## src/shared/buck_seq_map.vh

```
`ifndef BUCK_SEQ_MAP_VH
`define BUCK_SEQ_MAP_VH

// ****************************************
// register offsets (byte addresses)
// ****************************************
`define OFS_CTRL        12'h000
`define OFS_STATUS      12'h004
`define OFS_IRQ_STAT    12'h008
`define OFS_IRQ_MASK    12'h00c

// ****************************************
// control fields and reset values
// ****************************************
`define CTRL_ENABLE_BIT 0
`define CTRL_RESET      1'b1
`define IRQ_MASK_RESET  5'h00

// ****************************************
// interrupt event bits
// ****************************************
`define EV_STANDBY      0
`define EV_RESTART      1
`define EV_LATCHED      2
`define EV_LIMIT_CYCLE  3
`define EV_SKIP         4
`define EV_COUNT        5

// ****************************************
// status fields
// ****************************************
`define ST_STATE_LSB    0
`define ST_MODE_LSB     4
`define ST_POR_BIT      6
`define ST_DIODE_BIT    7
`define ST_COUNT_LSB    8

// ****************************************
// restart modes, latched at power-on
// ****************************************
`define MODE_HICCUP     2'h0
`define MODE_NOHICCUP   2'h1
`define MODE_LATCHOFF   2'h2

// ****************************************
// fault counting
// ****************************************
`define FAULT_TRIP      256
`define FAULT_WIDTH     9

`endif

```

## src/core/fault_run_counter.v

```verilog
`include "buck_seq_map.vh"
`default_nettype none

module fault_run_counter #(
  parameter WIDTH = `FAULT_WIDTH,
  parameter LIMIT = `FAULT_TRIP
) (
  input  wire             clk_i,
  input  wire             srst_i,
  input  wire             clear_i,
  input  wire             step_i,
  output wire [WIDTH-1:0] count_o,
  output wire             trip_o
);

  localparam [WIDTH-1:0] LIMIT_W = LIMIT[WIDTH-1:0];

  reg [WIDTH-1:0] count_reg;

  // ****************************************
  // run length of limited cycles, saturating
  // ****************************************
  always @(posedge clk_i) begin
    if (srst_i || clear_i) begin
      count_reg <= {WIDTH{1'b0}};
    end else if (step_i && (count_reg != LIMIT_W)) begin
      count_reg <= count_reg + {{(WIDTH-1){1'b0}}, 1'b1};
    end
  end

  assign count_o = count_reg;
  assign trip_o  = (count_reg == LIMIT_W);

endmodule

`default_nettype wire

```

## src/core/buck_fault_mode_sequencer.v

```verilog
// Added by the designer: the address map and the APB register port.
`include "buck_seq_map.vh"
`default_nettype none

module buck_fault_mode_sequencer (
  input  wire        clk_i,
  input  wire        srst_i,
  input  wire        psel_i,
  input  wire        penable_i,
  input  wire        pwrite_i,
  input  wire [11:0] paddr_i,
  input  wire [31:0] pwdata_i,
  output wire [31:0] prdata_o,
  output wire        pready_o,
  output wire        pslverr_o,
  input  wire        pwm_clk_i,
  input  wire        bias_ok_i,
  input  wire        line_undervoltage_input_i,
  input  wire        line_shutdown_i,
  input  wire        restart_node_high_i,
  input  wire        restart_node_grounded_i,
  input  wire        ramp_over_limit_i,
  input  wire        pwm_cmp_trip_i,
  input  wire        sample_over_limit_i,
  input  wire        switch_node_above_i,
  input  wire        diode_emul_select_i,
  input  wire        soft_start_low_i,
  output wire        high_gate_drive_o,
  output wire        low_gate_drive_o,
  output wire        sample_hold_o,
  output wire        ramp_discharge_o,
  output wire        ss_discharge_o,
  output wire        restart_charge_o,
  output wire        restart_discharge_o,
  output wire        standby_o,
  output wire        diode_emul_active_o,
  output wire        irq_o
);

  localparam [3:0] S_OFF   = 4'h1;
  localparam [3:0] S_RUN   = 4'h2;
  localparam [3:0] S_STBY  = 4'h4;
  localparam [3:0] S_LATCH = 4'h8;

  // ****************************************
  // state
  // ****************************************
  reg  [3:0]              state_reg;
  reg  [3:0]              state_next;
  reg  [1:0]              mode_reg;
  reg                     por_done_reg;
  reg                     pwm_clk_d_reg;
  reg                     sample_reg;
  reg                     high_on_reg;
  reg                     cl_cycle_reg;
  reg                     high_reg;
  reg                     low_reg;
  reg                     ramp_dis_reg;
  reg                     ss_dis_reg;
  reg                     rnode_chg_reg;
  reg                     rnode_dis_reg;
  reg                     ctrl_en_reg;
  reg  [`EV_COUNT-1:0]    irq_stat_reg;
  reg  [`EV_COUNT-1:0]    irq_mask_reg;
  reg  [31:0]             prdata_reg;
  reg  [`EV_COUNT-1:0]    ev;
  reg                     high_on_next;
  reg                     cl_cycle_next;
  reg                     cnt_step;
  reg                     cnt_clear;
  reg  [31:0]             rd_mux;
  reg                     addr_ok;

  wire                    pwm_edge;
  wire                    power_ok;
  wire                    run_ok;
  wire                    diode_active;
  wire                    trip;
  wire [`FAULT_WIDTH-1:0] count;
  wire                    wr_en;
  wire                    setup;
  wire                    run_next;

  assign pwm_edge     = pwm_clk_i & ~pwm_clk_d_reg;
  assign power_ok     = bias_ok_i & line_undervoltage_input_i;
  assign run_ok       = power_ok & por_done_reg & ctrl_en_reg;
  // select high means continuous conduction unless soft_start_low_i forces emulation; low or open means emulation
  assign diode_active = ~diode_emul_select_i | soft_start_low_i;
  assign run_next     = (state_next == S_RUN);

  fault_run_counter #(
    .WIDTH (`FAULT_WIDTH),
    .LIMIT (`FAULT_TRIP)
  ) u_fault_cnt (
    .clk_i   (clk_i),
    .srst_i  (srst_i),
    .clear_i (cnt_clear),
    .step_i  (cnt_step),
    .count_o (count),
    .trip_o  (trip)
  );

  // ****************************************
  // power-on mode latch
  // ****************************************
  always @(posedge clk_i) begin
    if (srst_i) begin
      por_done_reg <= 1'b0;
      mode_reg     <= `MODE_HICCUP;
    end else if (power_ok && !por_done_reg) begin
      por_done_reg <= 1'b1;
      if (restart_node_high_i) begin
        mode_reg <= `MODE_NOHICCUP;
      end else if (restart_node_grounded_i) begin
        mode_reg <= `MODE_LATCHOFF;
      end else begin
        mode_reg <= `MODE_HICCUP;
      end
    end
  end

  // ****************************************
  // cycle and fault sequencing
  // ****************************************
  always @* begin
    state_next    = state_reg;
    high_on_next  = high_on_reg;
    cl_cycle_next = cl_cycle_reg;
    cnt_step      = 1'b0;
    cnt_clear     = 1'b0;
    ev            = {`EV_COUNT{1'b0}};
    case (state_reg)
      S_OFF: begin
        cnt_clear    = 1'b1;
        high_on_next = 1'b0;
        if (run_ok) begin
          state_next    = S_RUN;
          cl_cycle_next = 1'b0;
        end
      end
      S_RUN: begin
        if (!run_ok) begin
          state_next   = S_OFF;
          high_on_next = 1'b0;
        end else if (pwm_edge) begin
          high_on_next = 1'b0;
          if (cl_cycle_reg) begin
            cnt_step             = 1'b1;
            ev[`EV_LIMIT_CYCLE]  = 1'b1;
          end else begin
            cnt_clear = 1'b1;
          end
        end else if (sample_reg) begin
          // sampled recirculating current decides this pulse
          if (sample_over_limit_i) begin
            high_on_next  = 1'b0;
            cl_cycle_next = 1'b1;
            ev[`EV_SKIP]  = 1'b1;
          end else begin
            high_on_next  = 1'b1;
            cl_cycle_next = 1'b0;
          end
        end else if (high_on_reg) begin
          if (ramp_over_limit_i) begin
            high_on_next  = 1'b0;
            cl_cycle_next = 1'b1;
          end else if (pwm_cmp_trip_i) begin
            high_on_next = 1'b0;
          end
        end
        if (trip && (mode_reg != `MODE_NOHICCUP) && run_ok) begin
          high_on_next = 1'b0;
          cnt_clear    = 1'b1;
          if (mode_reg == `MODE_LATCHOFF) begin
            state_next       = S_LATCH;
            ev[`EV_LATCHED]  = 1'b1;
          end else begin
            state_next       = S_STBY;
            ev[`EV_STANDBY]  = 1'b1;
          end
        end
      end
      S_STBY: begin
        cnt_clear    = 1'b1;
        high_on_next = 1'b0;
        if (!power_ok) begin
          state_next = S_OFF;
        end else if (restart_node_high_i) begin
          state_next      = S_OFF;
          ev[`EV_RESTART] = 1'b1;
        end
      end
      S_LATCH: begin
        cnt_clear    = 1'b1;
        high_on_next = 1'b0;
        if (line_shutdown_i) begin
          state_next = S_OFF;
        end
      end
      default: begin
        state_next   = S_OFF;
        high_on_next = 1'b0;
      end
    endcase
  end

  always @(posedge clk_i) begin
    if (srst_i) begin
      state_reg     <= S_OFF;
      pwm_clk_d_reg <= 1'b0;
      sample_reg    <= 1'b0;
      high_on_reg   <= 1'b0;
      cl_cycle_reg  <= 1'b0;
      high_reg      <= 1'b0;
      low_reg       <= 1'b0;
      ramp_dis_reg  <= 1'b1;
      ss_dis_reg    <= 1'b1;
      rnode_chg_reg <= 1'b0;
      rnode_dis_reg <= 1'b0;
    end else begin
      state_reg     <= state_next;
      pwm_clk_d_reg <= pwm_clk_i;
      // one clock of sampling right before the high-side interval
      sample_reg    <= run_next && pwm_edge && (state_reg == S_RUN);
      high_on_reg   <= high_on_next;
      cl_cycle_reg  <= cl_cycle_next;
      high_reg      <= run_next & high_on_next;
      low_reg       <= run_next & ~high_on_next &
                       ~(diode_active & switch_node_above_i);
      ramp_dis_reg  <= ~(run_next & high_on_next);
      ss_dis_reg    <= ~run_next;
      rnode_chg_reg <= (state_next == S_STBY);
      rnode_dis_reg <= (mode_reg == `MODE_HICCUP) &&
                       (state_next != S_STBY);
    end
  end

  assign high_gate_drive_o   = high_reg;
  assign low_gate_drive_o    = low_reg;
  assign sample_hold_o       = sample_reg;
  assign ramp_discharge_o    = ramp_dis_reg;
  assign ss_discharge_o      = ss_dis_reg;
  assign restart_charge_o    = rnode_chg_reg;
  assign restart_discharge_o = rnode_dis_reg;
  assign standby_o           = (state_reg == S_STBY) | (state_reg == S_LATCH);
  assign diode_emul_active_o = diode_active;

  // ****************************************
  // apb slave
  // ****************************************
  assign setup = psel_i & ~penable_i;
  assign wr_en = psel_i & penable_i & pwrite_i & addr_ok;

  always @* begin
    addr_ok = 1'b1;
    rd_mux  = 32'h0000_0000;
    case (paddr_i)
      `OFS_CTRL: begin
        rd_mux[`CTRL_ENABLE_BIT] = ctrl_en_reg;
      end
      `OFS_STATUS: begin
        rd_mux[`ST_STATE_LSB+3:`ST_STATE_LSB]               = state_reg;
        rd_mux[`ST_MODE_LSB+1:`ST_MODE_LSB]                 = mode_reg;
        rd_mux[`ST_POR_BIT]                                 = por_done_reg;
        rd_mux[`ST_DIODE_BIT]                               = diode_active;
        rd_mux[`ST_COUNT_LSB+`FAULT_WIDTH-1:`ST_COUNT_LSB]  = count;
      end
      `OFS_IRQ_STAT: begin
        rd_mux[`EV_COUNT-1:0] = irq_stat_reg;
      end
      `OFS_IRQ_MASK: begin
        rd_mux[`EV_COUNT-1:0] = irq_mask_reg;
      end
      default: begin
        addr_ok = 1'b0;
      end
    endcase
  end

  always @(posedge clk_i) begin
    if (srst_i) begin
      ctrl_en_reg  <= `CTRL_RESET;
      irq_mask_reg <= `IRQ_MASK_RESET;
      irq_stat_reg <= {`EV_COUNT{1'b0}};
      prdata_reg   <= 32'h0000_0000;
    end else begin
      if (setup && !pwrite_i) begin
        prdata_reg <= rd_mux;
      end
      if (wr_en && (paddr_i == `OFS_CTRL)) begin
        ctrl_en_reg <= pwdata_i[`CTRL_ENABLE_BIT];
      end
      if (wr_en && (paddr_i == `OFS_IRQ_MASK)) begin
        irq_mask_reg <= pwdata_i[`EV_COUNT-1:0];
      end
      // new events win over a write-one-to-clear in the same cycle
      if (wr_en && (paddr_i == `OFS_IRQ_STAT)) begin
        irq_stat_reg <= (irq_stat_reg & ~pwdata_i[`EV_COUNT-1:0]) | ev;
      end else begin
        irq_stat_reg <= irq_stat_reg | ev;
      end
    end
  end

  assign prdata_o  = prdata_reg;
  assign pready_o  = 1'b1;
  assign pslverr_o = psel_i & penable_i & ~addr_ok;
  assign irq_o     = |(irq_stat_reg & irq_mask_reg);

endmodule

`default_nettype wire

```

## config.mk

```make
export PLATFORM = sky130hd
export DESIGN_NAME = buck_fault_mode_sequencer
export DESIGN_NICKNAME = d
export VERILOG_FILES = /design/src/core/fault_run_counter.v /design/src/core/buck_fault_mode_sequencer.v
export VERILOG_INCLUDE_DIRS = /design/src /design/src/shared
export SDC_FILE = /design/constraint.sdc
export NUM_CORES = 1
export LEC_CHECK = 0
export BUFFER_PORTS_ARGS = -buffer_cell sky130_fd_sc_hd__buf_2
export CAP_MARGIN = 30
export CELL_PAD_IN_SITES_DETAIL_PLACEMENT = 1
export CELL_PAD_IN_SITES_GLOBAL_PLACEMENT = 1
export CORE_ASPECT_RATIO = 0.6
export CORE_MARGIN = 3
export CORE_UTILIZATION = 27
export CTS_CLUSTER_SIZE = 8
export DETAILED_ROUTE_END_ITERATION = 6
export PLACE_DENSITY = 0.69
export SYNTH_ARGS = -nofsm -noshare
export SYNTH_HDL_FRONTEND = slang
export SYNTH_HIERARCHICAL = 1
export SYNTH_SLANG_ARGS = --single-unit
```

## constraint.sdc

```tcl
create_clock -name clk_i -period 3.67 [get_ports clk_i]
set_input_delay 0.1835 -clock clk_i [delete_from_list [all_inputs] [get_ports clk_i]]
set_output_delay 0.1835 -clock clk_i [all_outputs]
set_load 0.02 [all_outputs]
```

==> run summary <==
Worst EP required - 3900 ps
Hold depth - 2
Post CTS Setup Buffer Count - 0
Via count - 2235
Htree depth - 2
Total power - 1.22 mW
Synth area leader - dfxtp_1
Detailed placer's ending HPWL - 5830 µm
Worst vdd ir - 0.191 mV
DP Area - 0.00289 mm²
Final period util - 69.8%
CTS max path bufs - 2
Most numerous cell in the Yosys netlist - dfxtp_1
Unique masters post-synth - 51
Seq/Total Area, Yosys - 42.2%
First-pass GRT wire length - 11900 µm
IO Pins - 105
Number of endpoints failing setup at the final stage - 0
Synth Register Bits - 54
Hold Crit Class - in2reg
Startpoint types - flop
Initial antenna violation count - 0
Hold Crit Start - pwm_clk_i
GR Overflow Total - 0
Slew @ Worst Pin - 633 ps
Starting Density - 28.9%
Post-Synthesis Cells - 285
Antenna Cells - 0
Syn-to-layout area delta - 19.4%
Largest net degree at the start of global routing - 27
Clock transition at the registers of the reported paths - 70 ps
WL per Instance - 16.1 µm
MaxCap Viol Count - 0
Max_slew headroom - 57.2%
Crit-path cells - or4b_4 -> nor2_2 -> nand3_1 -> inv_1 -> nand4_2 -> or4_1 -> a21oi_1
Top cells by area, synth - dfxtp_1, a21oi_1, buf_4
Mapped Area - 0.00256 mm²
CTS root buf - clkbuf_16
# DRC - 0
Post-synth top cells - dfxtp_1, nand2_1, a21oi_1
Final TNS setup - 0 ps
Setup CP Type - reg2reg
Slowest stage delay, CP - 560 ps
Synth Flop Type - dfxtp_1
Slack of the worst reg-to-reg path - 1110 ps
R2R depth - 7
Area of the multi-input gates - 0.00131 mm²
Vias per std cell - 4.80
CP Capture Type - flop
Post-synth EDFFs - 0
Nets - 403
Power Density - 399 mW/mm²
RSZ-0062 raised after global routing - false
DIE HEIGHT - 81.4 µm
GRT Overall Usage - 14.0%
RD Place Congestion - 0.769
Slew Viols, Final - 0
Number of flip-flops in the largest register - 17
Clock sink count - 54
Cell row count - 26
FF+latch area - 0.00108 mm²
WP data arrival - 2790 ps
Crit-path slowest cell - or4b_4
Reg2reg start - state_reg[1]
Core ar. - 0.00885 mm²
Setup Skew - 7.40 ps
Finished Core Util - 34.6%
Buf+Inv Stages, Crit Path - 1
Clk_lat worst skew - 290 ps
Synthesized area per cell - 8.99 µm²
Post_cts resized - 0
DRT Pass-1 Iters - 4
Period minus WS final - 2560 ps
Die Wd - 132 µm
Layout cells sized above 1 - 24.4%
Synth Warn # - 6
Hold worst-path end - pwm_clk_d_reg
Cts bufs inserted - 5
Fmax - 391 MHz
IO buf count - 61
Share of the synthesized area in the top cell type - 42.2%
Post-DRT Antenna Nets - 0
Crit-path max FO - 8
CTS tree - built
DIE AREA - 0.0107 mm²
R2r endpoint - u_fault_cnt/count_o[8]
Final hold vios - 0
Family with the most delay on the worst path - simple AND/OR/NAND/NOR gates
Asr flop ratio synth - 0%
Vias in the first global route - 2245
Fin area - 0.00306 mm²
Status - complete, no violations
Initial detailed-routing violation count - 145
# fillers - 1053
WL final - 7530 µm
Hold_buf cts - 0
Leakage power - 1.21 nW
-- worst reg2reg max path: stages (launching register included) --
cell,delay (ps)
dfxtp_1,480
or4b_4,560
nor2_2,250
nand3_1,160
inv_1,170
nand4_2,200
or4_1,540
a21oi_1,140
-- cell usage in the layout, fill, tap and decap left out, drive strengths merged, types with 2 or more instances in the layout --
cell     n
buf     61
dfxtp   54
nand2   31
a21oi   25
conb    16
a22o    12
nor2    12
o21ai   11
inv      9
nor4b    8
nand3    8
mux2i    8
or3      7
nand4    6
clkbuf   6
nand2b   5
nor2b    5
and3     5
a22oi    5
nor4     4
nor3     4
mux2     4
or4      3
a211o    2
nand3b   2
or2      2
or3b     2
and2     2
xor2     2
o31ai    2
ha       2
or4b     2
-- worst max-delay path by stage --
stage | from | end | depth (start not counted)
6_report | state_reg[1] | u_fault_cnt/count_o[8] | 7
5_1_grt | state_reg[1] | u_fault_cnt/count_o[7] | 7
4_1_cts | state_reg[1] | u_fault_cnt/count_o[8] | 7
3_5_place_dp | state_reg[1] | u_fault_cnt/count_o[8] | 7
3_3_place_gp | state_reg[1] | u_fault_cnt/count_o[8] | 7
2_1_floorplan | state_reg[2] | u_fault_cnt/count_o[8] | 8
-- cell families after synthesis --
| group | share of synthesized area [%] |
|---|---|
| XOR/XNOR | 1.03 |
| other | 0.293 |
| buffers and inverters | 8.60 |
| AO/OA/AOI/OAI | 16.2 |
| flip-flops | 42.2 |
| multiplexers | 5.76 |
| AND/OR/NAND/NOR | 25.0 |
| adder cells (fa/ha/maj) | 0.977 |
-- per-layer routing --
layer	vias up	GRT usage, %	wire [µm]
li1	1115	-	-
met1	1068	20.3	4050
met2	47	20.8	3070
met3	5	3.92	355
met4	0	3.04	48
met5	-	0	0
-- through the flow --
| step | cells | hold slack [ps] | setup WS [ps] |
|---|---|---|---|
| floorplan | 299 | 310 | 1450 |
| global placement | 459 | 425 | 1200 |
| finish | 466 | 152 | 1110 |
| CTS | 466 | 148 | 1110 |
| detailed placement | 459 | 449 | 1150 |
| global route | 466 | 142 | 951 |
-- where the power goes --
group	internal, mW	switching [mW]
Clock	0.337	0.211
Sequential	0.589	0.00322
Combinational	0.0253	0.0552
-- cell type report --
class,instances,share of cell area (%)
clock inverter,1,0.982
tap,126,5.15
multi-input combinational,209,42.9
sequential,54,35.3
clock buffer,6,4.54
inverter,9,1.10
timing repair buffer,61,9.98
Power figures use the tool's default switching activity.
